File: config.mk
export PLATFORM = sky130hd
export DESIGN_NAME = ppo_top
export DESIGN_NICKNAME = d
export VERILOG_FILES = /design/src/ppo_pkg.sv /design/src/ppo_buf.sv /design/src/ppo_top.sv
export SDC_FILE = /design/constraint.sdc
export NUM_CORES = 1
export LEC_CHECK = 0
export BUFFER_PORTS_ARGS = -buffer_cell sky130_fd_sc_hd__clkbuf_2
export CAP_MARGIN = 30
export CORE_ASPECT_RATIO = 1.2
export CORE_MARGIN = 4
export CORE_UTILIZATION = 55
export DETAILED_ROUTE_END_ITERATION = 7
export MAX_ROUTING_LAYER = met4
export PLACE_DENSITY = 0.81
export SYNTH_ARGS = -nofsm -noshare
export SYNTH_HDL_FRONTEND = slang
export SYNTH_SLANG_ARGS = --single-unit
File: constraint.sdc
create_clock -name i_clock -period 2.9 [get_ports i_clock]
set_clock_uncertainty 0.05 [all_clocks]
set_input_delay 0.29 -clock i_clock [delete_from_list [all_inputs] [get_ports i_clock]]
set_output_delay 0.29 -clock i_clock [all_outputs]
set_load 0.05 [all_outputs]
File: src/ppo_pkg.sv
// ppo_pkg.sv: shared constants and types for the parallel pixel output block
// assumes: ppo_top and ppo_rx_model refer to it by scoped name, ppo_buf does not use it, nothing imports it
//
// Functional notes
// - pixel_clock_out is an inverted, slightly delayed copy of master_clock_in, one pixel a period.
// - pixel data changes with the falling edge of pixel_clock_out, so the receiver samples on its rising edge.
// - line_active and frame_active change on the same master clock rising edge as the pixel data.
// - line_active rises with the first valid pixel of a line and falls on the edge that ends its last pixel.
// - frame_active rises exactly 143 pixel clock periods before the first line_active rise of a frame.
// - frame_active falls exactly 23 pixel clock periods after the last line_active fall of a frame.
package ppo_pkg;

	// ------------------------------------------------------------
	// widths and timing counts
	// ------------------------------------------------------------
	localparam int          PIX_W    = 10;    // pixel data bus width
	localparam int          CNT_W    = 16;    // width of every frame timing counter
	localparam logic [15:0] FRAME_LEAD  = 16'h008f; // 143 pixel clocks frame_active before first line
	localparam logic [15:0] FRAME_TRAIL = 16'h0017; // 23 pixel clocks frame_active after last line

	// ------------------------------------------------------------
	// reset values
	// ------------------------------------------------------------
	localparam logic [9:0]  DATA_RST = 10'h000;
	localparam logic [1:0]  FILL_RST = 2'h0;

	// ------------------------------------------------------------
	// types
	// ------------------------------------------------------------
	// frame sequencer states, gray coded along idle-pre-line-gap; line-post and post-idle change two bits
	typedef enum logic [2:0] {
		PPO_IDLE = 3'b000,
		PPO_PRE  = 3'b001,
		PPO_LINE = 3'b011,
		PPO_GAP  = 3'b010,
		PPO_POST = 3'b110
	} ppo_state_t;

	// video bus driven towards the receiver
	typedef struct packed {
		logic             frame_active;
		logic             line_active;
		logic [9:0]       data;
	} ppo_video_t;

endpackage : ppo_pkg

File: src/ppo_buf.sv
// ppo_buf.sv: two-entry pixel buffer with valid/ready on both sides
// assumes: single clock domain, source and sink on i_clock
`timescale 1ns/1ps
module ppo_buf #(
	parameter int WIDTH = 10,
	parameter int DEPTH = 2
) (
	// clock and reset
	input  wire logic             i_clock,
	input  wire logic             i_rst,
	// filling side
	input  wire logic             i_in_valid,
	input  wire logic [WIDTH-1:0] i_in_data,
	output logic                  o_in_ready,
	// draining side
	output logic                  o_out_valid,
	output logic [WIDTH-1:0]      o_out_data,
	input  wire logic             i_out_ready
);

	localparam int AW = (DEPTH > 1) ? $clog2(DEPTH) : 1;

	logic [WIDTH-1:0] mem_q [DEPTH];
	logic [WIDTH-1:0] mem_d [DEPTH];
	logic [AW-1:0]    wr_q, wr_d, rd_q, rd_d;
	logic [AW:0]      fill_q, fill_d;
	logic             push, pop;

	// ------------------------------------------------------------
	// next state
	// ------------------------------------------------------------
	// ready comes from the fill count register, so a full buffer stalls the source
	always_comb
	begin
		push   = i_in_valid && (fill_q != (AW+1)'(DEPTH));
		pop    = i_out_ready && (fill_q != '0);
		mem_d  = mem_q;
		wr_d   = wr_q;
		rd_d   = rd_q;
		if (push)
		begin
			mem_d[wr_q] = i_in_data;
			wr_d        = (wr_q == AW'(DEPTH-1)) ? '0 : wr_q + AW'(1);
		end
		if (pop)
			rd_d = (rd_q == AW'(DEPTH-1)) ? '0 : rd_q + AW'(1);
		fill_d = fill_q + (AW+1)'(push) - (AW+1)'(pop);
	end

	// ------------------------------------------------------------
	// registers
	// ------------------------------------------------------------
	always_ff @(posedge i_clock or posedge i_rst)
	begin
		if (i_rst)
		begin
			for (int i = 0; i < DEPTH; i++)
				mem_q[i] <= '0;
			wr_q   <= '0;
			rd_q   <= '0;
			fill_q <= '0;
		end
		else
		begin
			mem_q  <= mem_d;
			wr_q   <= wr_d;
			rd_q   <= rd_d;
			fill_q <= fill_d;
		end
	end

	assign o_in_ready  = (fill_q != (AW+1)'(DEPTH));
	assign o_out_valid = (fill_q != '0);
	assign o_out_data  = mem_q[rd_q];

endmodule : ppo_buf

File: src/ppo_top.sv
// ppo_top.sv: parallel pixel output timing, sensor side
// assumes: master_clock_in is a free-running pin clock well below i_clock / 2,
// pixels arrive from the sensor core as a valid/ready stream on i_clock
`timescale 1ns/1ps
module ppo_top #(
	parameter int LINE_PIXELS = 752,
	parameter int FRAME_LINES = 480,
	parameter int LINE_BLANK  = 94,
	parameter int FRAME_BLANK = 40
) (
	// clock and reset
	input  wire logic               i_clock,
	input  wire logic               i_rst,
	// master clock pin
	input  wire logic               i_master_clock_in,
	// pixel stream from the sensor core
	input  wire logic               i_pix_valid,
	input  wire logic [9:0]         i_pix_data,
	output logic                    o_pix_ready,
	// parallel video pins
	output logic                    o_pixel_clock_out,
	output ppo_pkg::ppo_video_t     o_video,
	// status
	output logic                    o_underrun
);

	// ------------------------------------------------------------
	// master clock sampling
	// ------------------------------------------------------------
	logic mclk_s1_q, mclk_s2_q, mclk_s3_q;
	logic mrise;

	// two flops before use; edge found from the second and third only
	always_ff @(posedge i_clock or posedge i_rst)
	begin
		if (i_rst)
		begin
			mclk_s1_q <= 1'b0;
			mclk_s2_q <= 1'b0;
			mclk_s3_q <= 1'b0;
		end
		else
		begin
			mclk_s1_q <= i_master_clock_in;
			mclk_s2_q <= mclk_s1_q;
			mclk_s3_q <= mclk_s2_q;
		end
	end

	assign mrise = mclk_s2_q && !mclk_s3_q;

	// ------------------------------------------------------------
	// pixel buffer
	// ------------------------------------------------------------
	logic       bvalid;
	logic [9:0] bdata;
	logic       bpop;
	logic       bready;

	ppo_buf #(
		.WIDTH (ppo_pkg::PIX_W),
		.DEPTH (2)
	) u_buf (
		.i_clock     (i_clock),
		.i_rst       (i_rst),
		.i_in_valid  (i_pix_valid),
		.i_in_data   (i_pix_data),
		.o_in_ready  (bready),
		.o_out_valid (bvalid),
		.o_out_data  (bdata),
		.i_out_ready (bpop)
	);

	// ------------------------------------------------------------
	// frame sequencer
	// ------------------------------------------------------------
	localparam int CW = ppo_pkg::CNT_W;

	ppo_pkg::ppo_state_t state_q, state_d;
	logic [CW-1:0]       cnt_q, cnt_d;     // countdown within a phase
	logic [CW-1:0]       line_q, line_d;   // lines still to send after this one
	ppo_pkg::ppo_video_t vid_q, vid_d;
	logic                pclk_q, pclk_d;
	logic                urun_q, urun_d;
	logic                rdy_q, rdy_d;

	// all video bus changes wait for a master rising edge so they move together
	always_comb
	begin
		state_d = state_q;
		cnt_d   = cnt_q;
		line_d  = line_q;
		vid_d   = vid_q;
		urun_d  = 1'b0;
		bpop    = 1'b0;
		pclk_d  = !mclk_s2_q;
		if (mrise)
		begin
			unique case (state_q)
				ppo_pkg::PPO_IDLE:
				begin
					if (bvalid)
					begin
						vid_d.frame_active = 1'b1;
						cnt_d   = ppo_pkg::FRAME_LEAD - 16'h0001;
						line_d  = CW'(FRAME_LINES - 1);
						state_d = ppo_pkg::PPO_PRE;
					end
				end
				ppo_pkg::PPO_PRE, ppo_pkg::PPO_GAP:
				begin
					if (cnt_q == '0)
					begin
						// first pixel and line_active on one edge
						vid_d.line_active = 1'b1;
						vid_d.data        = bvalid ? bdata : ppo_pkg::DATA_RST;
						bpop              = bvalid;
						urun_d            = !bvalid;
						cnt_d             = CW'(LINE_PIXELS - 1);
						state_d           = ppo_pkg::PPO_LINE;
					end
					else
						cnt_d = cnt_q - 16'h0001;
				end
				ppo_pkg::PPO_LINE:
				begin
					if (cnt_q == '0)
					begin
						vid_d.line_active = 1'b0;
						vid_d.data        = ppo_pkg::DATA_RST;
						if (line_q == '0)
						begin
							cnt_d   = ppo_pkg::FRAME_TRAIL - 16'h0001;
							state_d = ppo_pkg::PPO_POST;
						end
						else
						begin
							line_d  = line_q - 16'h0001;
							cnt_d   = CW'(LINE_BLANK - 1);
							state_d = ppo_pkg::PPO_GAP;
						end
					end
					else
					begin
						// a missing pixel goes out as zero; timing never slips
						vid_d.data = bvalid ? bdata : ppo_pkg::DATA_RST;
						bpop       = bvalid;
						urun_d     = !bvalid;
						cnt_d      = cnt_q - 16'h0001;
					end
				end
				ppo_pkg::PPO_POST:
				begin
					if (cnt_q == '0)
					begin
						// frame ends only after line_active is already low
						vid_d.frame_active = 1'b0;
						cnt_d              = CW'(FRAME_BLANK - 1);
						state_d            = ppo_pkg::PPO_IDLE;
					end
					else
						cnt_d = cnt_q - 16'h0001;
				end
				default:
					state_d = ppo_pkg::PPO_IDLE;
			endcase
		end
		if (state_q == ppo_pkg::PPO_IDLE && mrise && cnt_q != '0)
		begin
			// vertical blanking before the next frame may open
			cnt_d              = cnt_q - 16'h0001;
			vid_d.frame_active = 1'b0;
			state_d            = ppo_pkg::PPO_IDLE;
		end
		// ready is registered one cycle ahead: it drops in the cycle the buffer
		// becomes full, so a source that sees it high is always taken
		rdy_d = !((!bready && !bpop) || (bvalid && bready && i_pix_valid && !bpop));
	end

	always_ff @(posedge i_clock or posedge i_rst)
	begin
		if (i_rst)
		begin
			state_q <= ppo_pkg::PPO_IDLE;
			cnt_q   <= '0;
			line_q  <= '0;
			vid_q   <= '0;
			pclk_q  <= 1'b1;
			urun_q  <= 1'b0;
			rdy_q   <= 1'b0;
		end
		else
		begin
			state_q <= state_d;
			cnt_q   <= cnt_d;
			line_q  <= line_d;
			vid_q   <= vid_d;
			pclk_q  <= pclk_d;
			urun_q  <= urun_d;
			rdy_q   <= rdy_d;
		end
	end

	// data and pixel clock fall leave in the same i_clock cycle
	assign o_pixel_clock_out = pclk_q;
	assign o_video           = vid_q;
	assign o_underrun        = urun_q;
	// predicted buffer space, so the pin comes straight from a flop with no lag
	assign o_pix_ready       = rdy_q;

	// ------------------------------------------------------------
	// checks
	// ------------------------------------------------------------
	logic [CW-1:0] frame_age_q, line_gap_q, pix_n_q;
	logic          mrise_q;

	always_ff @(posedge i_clock or posedge i_rst)
	begin
		if (i_rst)
		begin
			frame_age_q <= '0;
			line_gap_q  <= '0;
			pix_n_q     <= '0;
			mrise_q     <= 1'b0;
		end
		else
		begin
			mrise_q <= mrise;
			if (!vid_q.frame_active)
				frame_age_q <= '0;
			else if (mrise)
				frame_age_q <= frame_age_q + 16'h0001;
			if (vid_q.line_active)
				line_gap_q <= '0;
			else if (mrise)
				line_gap_q <= line_gap_q + 16'h0001;
			if (mrise && vid_d.line_active)
				pix_n_q <= vid_q.line_active ? pix_n_q + 16'h0001 : 16'h0001;
		end
	end

	a_pclk_inverted: assert property (@(posedge i_clock) disable iff (i_rst)
		o_pixel_clock_out == !$past(mclk_s2_q)) else $error("pixel clock not inverted");

	a_data_on_fall: assert property (@(posedge i_clock) disable iff (i_rst)
		$changed(o_video.data) |-> $fell(o_pixel_clock_out))
		else $error("data moved off the pixel clock fall");

	a_strobes_aligned: assert property (@(posedge i_clock) disable iff (i_rst)
		$changed(o_video) |-> mrise_q) else $error("video bus moved off master edge");

	a_line_length: assert property (@(posedge i_clock) disable iff (i_rst)
		$fell(o_video.line_active) |-> pix_n_q == CW'(LINE_PIXELS))
		else $error("line length wrong");

	a_first_pixel: assert property (@(posedge i_clock) disable iff (i_rst)
		$rose(o_video.line_active) |-> ($past(bpop) || o_underrun))
		else $error("line rose without first pixel");

	a_frame_lead: assert property (@(posedge i_clock) disable iff (i_rst)
		$rose(o_video.line_active) && $past(state_q == ppo_pkg::PPO_PRE)
		|-> frame_age_q == ppo_pkg::FRAME_LEAD) else $error("frame lead not 143");

	a_frame_trail: assert property (@(posedge i_clock) disable iff (i_rst)
		$fell(o_video.frame_active) |-> line_gap_q == ppo_pkg::FRAME_TRAIL)
		else $error("frame trail not 23");

	a_line_in_frame: assert property (@(posedge i_clock) disable iff (i_rst)
		o_video.line_active |-> o_video.frame_active)
		else $error("line active outside frame");

endmodule : ppo_top

### Yosys cells after proc, flatten, opt, wreduce, memory -nomap -nowiden

Index checks and enable logic that the tools add are counted.

| storage, ports and cells | value |
|---|---|
| flip-flop bits (word level) | 77 |
| input bits | 14 |
| output and inout bits | 15 |

| cells by class | value |
|---|---|
| add/sub/neg operators | 6 |
| $lt $le $gt $ge | 3 |
| eq/ne operators | 13 |
| muxes and demuxes | 45 |
| bitwise logic cells | 2 |
| reductions and logical operators | 34 |

Operators with widths:

| cell | number |
|---|---|
| $mux 16 | 9 |
| $pmux 16 s4 | 1 |
| $mux 10 | 6 |
| $logic_not 16->1 | 2 |
| $pmux 16 s2 | 1 |
| $sub 16x1->16 const B | 2 |
| $pmux 11 s2 | 1 |
| $mux 3 | 7 |
| $bwmux 20 | 1 |
| $reduce_bool 16->1 | 1 |
| $mux 12 | 1 |
| $pmux 3 s4 | 1 |
| $mux 1 | 11 |
| $mux 11 | 1 |
| $demux 10 s1 | 1 |
| $logic_and 1x1->1 | 10 |
| $ne 2x2->1 const B | 5 |
| $reduce_and 5->1 | 2 |
| $ne 3x3->1 const B | 3 |
| $reduce_and 4->1 | 2 |
| $reduce_bool 2->1 | 4 |
| $mux 7 | 1 |
| $eq 3x2->1 const B | 2 |
| $logic_not 1->1 | 6 |
| other kinds (16) | 22 |

### Logic depth before layout (Yosys ltp)

| depth | value |
|---|---|
| depth after elaboration | 9 |
| depth in mapped cells | 13 |
| gate-level depth less buffers | 12 |

### Modules after synthesis

Synthesis repeated with hierarchy kept, for this count alone.

| second synthesis, totals | value |
|---|---|
| cells, all modules | 413 |
| area total of the unflattened synthesis | 4,271.6 um^2 |

By module, submodules not included:

| module | times used | cells each | area an instance (um^2) | sequential area each (um^2) |
|---|---|---|---|---|
| ppo_top | 1 | 337 | 3,110.5 | 1,327.5 |
| ppo_buf | 1 | 76 | 1,161.1 | 600.6 |

### Least setup slack after synthesis

Ideal clock, no wire load.

| timing path | value |
|---|---|
| path kind | register to register |
| start point | reg cnt_q[0] |
| end point | reg u_buf.fill_q[1] |
| library setup time | 0.080 ns |
| data arrival time | 2.882 ns |
| required time | 2.770 ns |
| slack | -0.112 ns |
| cell stages (with the launch flop) | 14 |
| buffers on the path | 1 |
| path through | dfrtp_1 -> inv_1 -> ha_1 -> or3b_1 -> nor4_4 -> a21oi_1 -> a211o_1 -> buf_6 -> inv_1 -> ha_1 -> inv_1 -> ha_1 -> xnor2_1 -> xnor2_1 |

| between the ends | value |
|---|---|
| longest elaborated chain between the ends | 6 |
| elaborated cells on any way between the ends | 7 |

Ends and longest elaborated chain:

| what | RTL line | text |
|---|---|---|
| start: declaration | ppo_top.sv:80 | `logic [CW-1:0] cnt_q, cnt_d;` |
| start signal: assignment | ppo_top.sv:195 | `cnt_q <= cnt_d;` |
| $logic_not 16->1 (*) | ppo_top.sv:112, ppo_top.sv:127 |  |
| $mux 1, on equally long branches | ppo_top.sv:127, ppo_top.sv:112 |  |
| $pmux 1 s2 (*) | ppo_top.sv:99 | `unique case (state_q)` |
| $mux 1 (*) | ppo_top.sv:97 | `if (mrise)` |
| $logic_and 1x1->1 (*) | ppo_buf.sv:36 | `pop = i_out_ready && (fill_q != '0);` |
| net u_buf.pop | ppo_buf.sv:27 | `logic push, pop;` |
| $sub 2x1->2 (*) | ppo_buf.sv:47 | `fill_d = fill_q + (AW+1)'(push) - (AW+1)'(pop);` |
| net u_buf.fill_d[1] | ppo_buf.sv:26 | `logic [AW:0] fill_q, fill_d;` |
| end signal: assignment | ppo_buf.sv:68 | `fill_q <= fill_d;` |
| end: declaration | ppo_buf.sv:26 |  |

Mark *: on every way through the listed nets, which the timed path passes. The rest lies on a longest branch.
A chain may end at the register's enable or synchronous reset.

### Final worst setup path

Ends and elaborated chain as after synthesis.

==> impl_metrics.csv <==
group,metric,value,unit
cells_and_area,fin_area,4710,µm²
pwr,power.clock.fraction,20.1,%
sta,fin_crit,2.76,ns
detailed_routing,via_count,3420,
status,run_status,"complete, no violations",
grt,track_usage,24.8,%
worst_setup_path,critPathMostFrequentCell,"inv_2",
grt,grt_pass1_wl,16800,µm
yosys,synth_seq_cells,77,
cells_and_area,antenna_cells,0,
cells_and_area,final_util,64.4,%
sta,rsz0062_at_grt,"no",
pwr,swShare,39.7,%
clock_network,htree_levels,3,
yosys,yosysMostFrequentCell,"dfrtp_1",
worst_setup_path,cp_slowest_cell,"dfrtp_1",
clock_network,cts_tree,"built",
job,cap_viol_max_count,0,
yosys,synthTopCellsByArea,"dfrtp_1 (46%), mux2_2 (5.4%), o2bb2ai_2 (3.3%)",
yosys,synth-main-ff-cell,"dfrtp_1",
grt,antenna_found_initial,0,
detailed_routing,drc,0,
worst_setup_path,crit_chain,"inv_2, ha_1, or3b_4, nor4_4, xnor2_1, a211o_1, inv_2, ha_4, inv_2, ha_4, xnor2_2, xnor2_1",
place,dpl_cell_area,4490,µm²
cells_and_area,multi_input_area,2120,µm²
pwr,power_frac_comb,34.3,%
die,coreArea,7320,µm²
yosys,seq_area_frac_synth,46.5,%
yosys,yosys-top-cells-count,"dfrtp_1 (76), nand2_1 (29), a21oi_1 (24), nor2_1 (24), o21ai_0 (23)",
die,die_h,103,µm
sta,period_share,95.3,%
cells_and_area,drive_above_1_share,25.6,%
place,portBuffers,28,
die,die_area,9010,µm²
pwr,peakVddDrop,736,µV
worst_setup_path,crit_path_end_kind,"flop",
grt,grt.overflow.total,0,
die,ioPinCount,29,
worst_setup_path,crit_fanout,5,
grt,grt_pass1_vias,3480,
min_path,min_path_type,"input port to flop",
worst_setup_path,crit_arrival,3.00,ns
yosys,synth_area_leader_cell,"dfrtp_1",
sta,tightestPinTransition,0.847,ns
cells_and_area,seqCellArea,1930,µm²
sta,slew_headroom,43.1,%
clock_network,cts.reportedPaths.clkPinSlew,0.09,ns
detailed_routing,wirelength,9790,µm
yosys,synth_cell_types,64,
clock_network,cts.sinks,77,
worst_setup_path,crit_type,"flop to flop",
detailed_routing,firstDrtPassIters,6,
detailed_routing,wl_per_cell,18.2,µm
yosys,synth-async-reset-ratio,100,%
sta,hold_violations,0,
clock_network,clockRootBuffer,"clkbuf_8",
yosys,syn_area,4150,µm²
grt,grt_max_degree,49,
die,die_w,87.3,µm
detailed_routing,drtIter0Drc,285,
yosys,syn_nets,424,
yosys,synth_cells,404,
sta,setup_violations,0,
clock_network,clockBufferDepth,2,
sta,fin_setup_tns,0,ns
place,dp_hpwl,6990,µm
worst_setup_path,r2r_cells,12,
detailed_routing,drtAntennaViolNets,0,
yosys,synth_edf_count,0,
yosys,syn_area_per_cell,10.3,µm²
sta,timing.hold.ws,0.112,ns
pwr,power.internal,2.40,mW
die,rows,34,
worst_setup_path,critPathRequiredTime,3.13,ns
cells_and_area,synthToLayoutAreaGrowth,13.5,%
pwr,p_seq_share,45.5,%
detailed_routing,vias_per_cell,6.35,
min_path,hold_depth,2,
worst_setup_path,ff2ff_setup_slack,0.14,ns
cells_and_area,nNetsFinal,464,
place,place.gp.congestion,0.912,
die,start_util,56.7,%
clock_network,cts_buffers,9,
worst_setup_path,crit_path_start_kind,"flop",
sta,maxSlewViolCount,0,
pwr,p_leak,1.93,nW
pwr,power,3.99,mW
pwr,p_per_area,846,nW/µm²
yosys,yosys_warnings,0,
worst_setup_path,cpPeakStageDelay,0.43,ns
clock_network,clk_latency,0.37,ns
sta,max_freq,362,MHz
cells_and_area,fillers,568,
yosys,synth_top_area_share,45.8,%
pwr,p_sw,1.58,mW
[worst max-delay path, delay by kind of cell (launching register included)]
family | cells | cell delay [ns]
xor gates and xnor gates | 3 | 0.38
AOI/OAI and AO/OA | 1 | 0.33
and+or+nand+nor | 2 | 0.82
buffers and inverters | 3 | 0.21
DFF | 1 | 0.43
adders and majority gates | 3 | 0.47
[power groups by stage]
stage,sequential [mW],clock (mW),combinational [mW]
after floorplan,1.87,0,0.953
after global placement,1.80,0,1.30
after detailed placement,1.83,0,1.35
after CTS,1.81,0.819,1.36
after global routing,1.88,0.859,1.50
final,1.82,0.803,1.37
[through the flow]
step | std cells | setup slack [ns]
2_1_floorplan | 404 | -0.0185
3_3_place_gp | 520 | 0.251
3_5_place_dp | 520 | 0.171
4_1_cts | 538 | 0.127
5_1_grt | 539 | 0.00311
6_report | 539 | 0.137
[flip-flops by register name, summed over array words and instances (netlist names)]
register / cells
u_buf.mem_q: 20
cnt_q: 16
line_q: 16
o_video: 12
state_q: 3
u_buf.fill_q: 2
mclk_s1_q: 1
mclk_s2_q: 1
mclk_s3_q: 1
o_pix_ready: 1
o_pixel_clock_out: 1
o_underrun: 1
u_buf.rd_q: 1
u_buf.wr_q: 1
[final cells by class]
type                    instances  area share [%]
clock inverters                 6            1.12
well taps                      90            2.39
inverters                      14            1.12
repair buffers                 48            6.53
clock buffers                  10            2.92
multi-input cells             294            45.0
flip-flops and latches         77            40.9
[final timing paths]
path / from / endpoint
max: cnt_q[0] / u_buf.fill_q[1]
max reg2reg: cnt_q[0] / u_buf.fill_q[1]
max in group asynchronous: i_rst / line_q[15]
min reg2reg: mclk_s1_q / mclk_s2_q
min: i_pix_data[3] / u_buf.mem_q[3]
min in group asynchronous: i_rst / cnt_q[10]
[repair_timing]
item                                    4_1_cts  5_1_grt
endpoints found under the hold margin        29        0
endpoints found under the setup margin        0        1
setup buffers                                 0        1
gates resized for setup                       0        2
hold buffers                                  2        0
[layer usage]
metal / vias to the layer above / GRT usage, % / wire, µm
met2: 122 / 39.8 / 4840
met5: - / - / 0
met4: 0 / 9.56 / 209
met3: 20 / 4.24 / 510
met1: 1671 / 31.4 / 4230
li1: 1607 / - / -
[layout by cell type, fill, tap and decap left out, types with 3 or more instances in the layout]
cell,instances
dfrtp_1,76
nand2_1,29
clkbuf_2,28
nor2_1,24
o21ai_0,23
a21oi_1,23
mux2_2,20
buf_4,17
mux2i_1,13
or3_1,12
nor4_1,11
inv_1,10
nor3_1,10
clkbuf_8,10
o2bb2ai_2,9
nand3_1,8
or4_1,8
nand4_1,8
a31oi_1,8
o31ai_1,7
nand2b_1,5
xnor2_1,4
inv_2,4
ha_1,4
nor3b_1,3
or2_2,3
and2_1,3
o22a_1,3
o31a_1,3
o211ai_1,3
a22o_1,3
[cell families (layout without fill, tap and decap cells)]
logic type	count (synthesis)	count (layout)	synth area share, %
XOR/XNOR	7	7	1.48
adder cells (fa/ha/maj)	7	7	2.05
AND/OR/NAND/NOR	137	137	18.7
AO/OA/AOI/OAI	110	110	19.4
flip-flops	77	77	46.5
buffers and inverters	33	78	3.38
multiplexers	33	33	8.56
(Power assumes the default switching activity.)
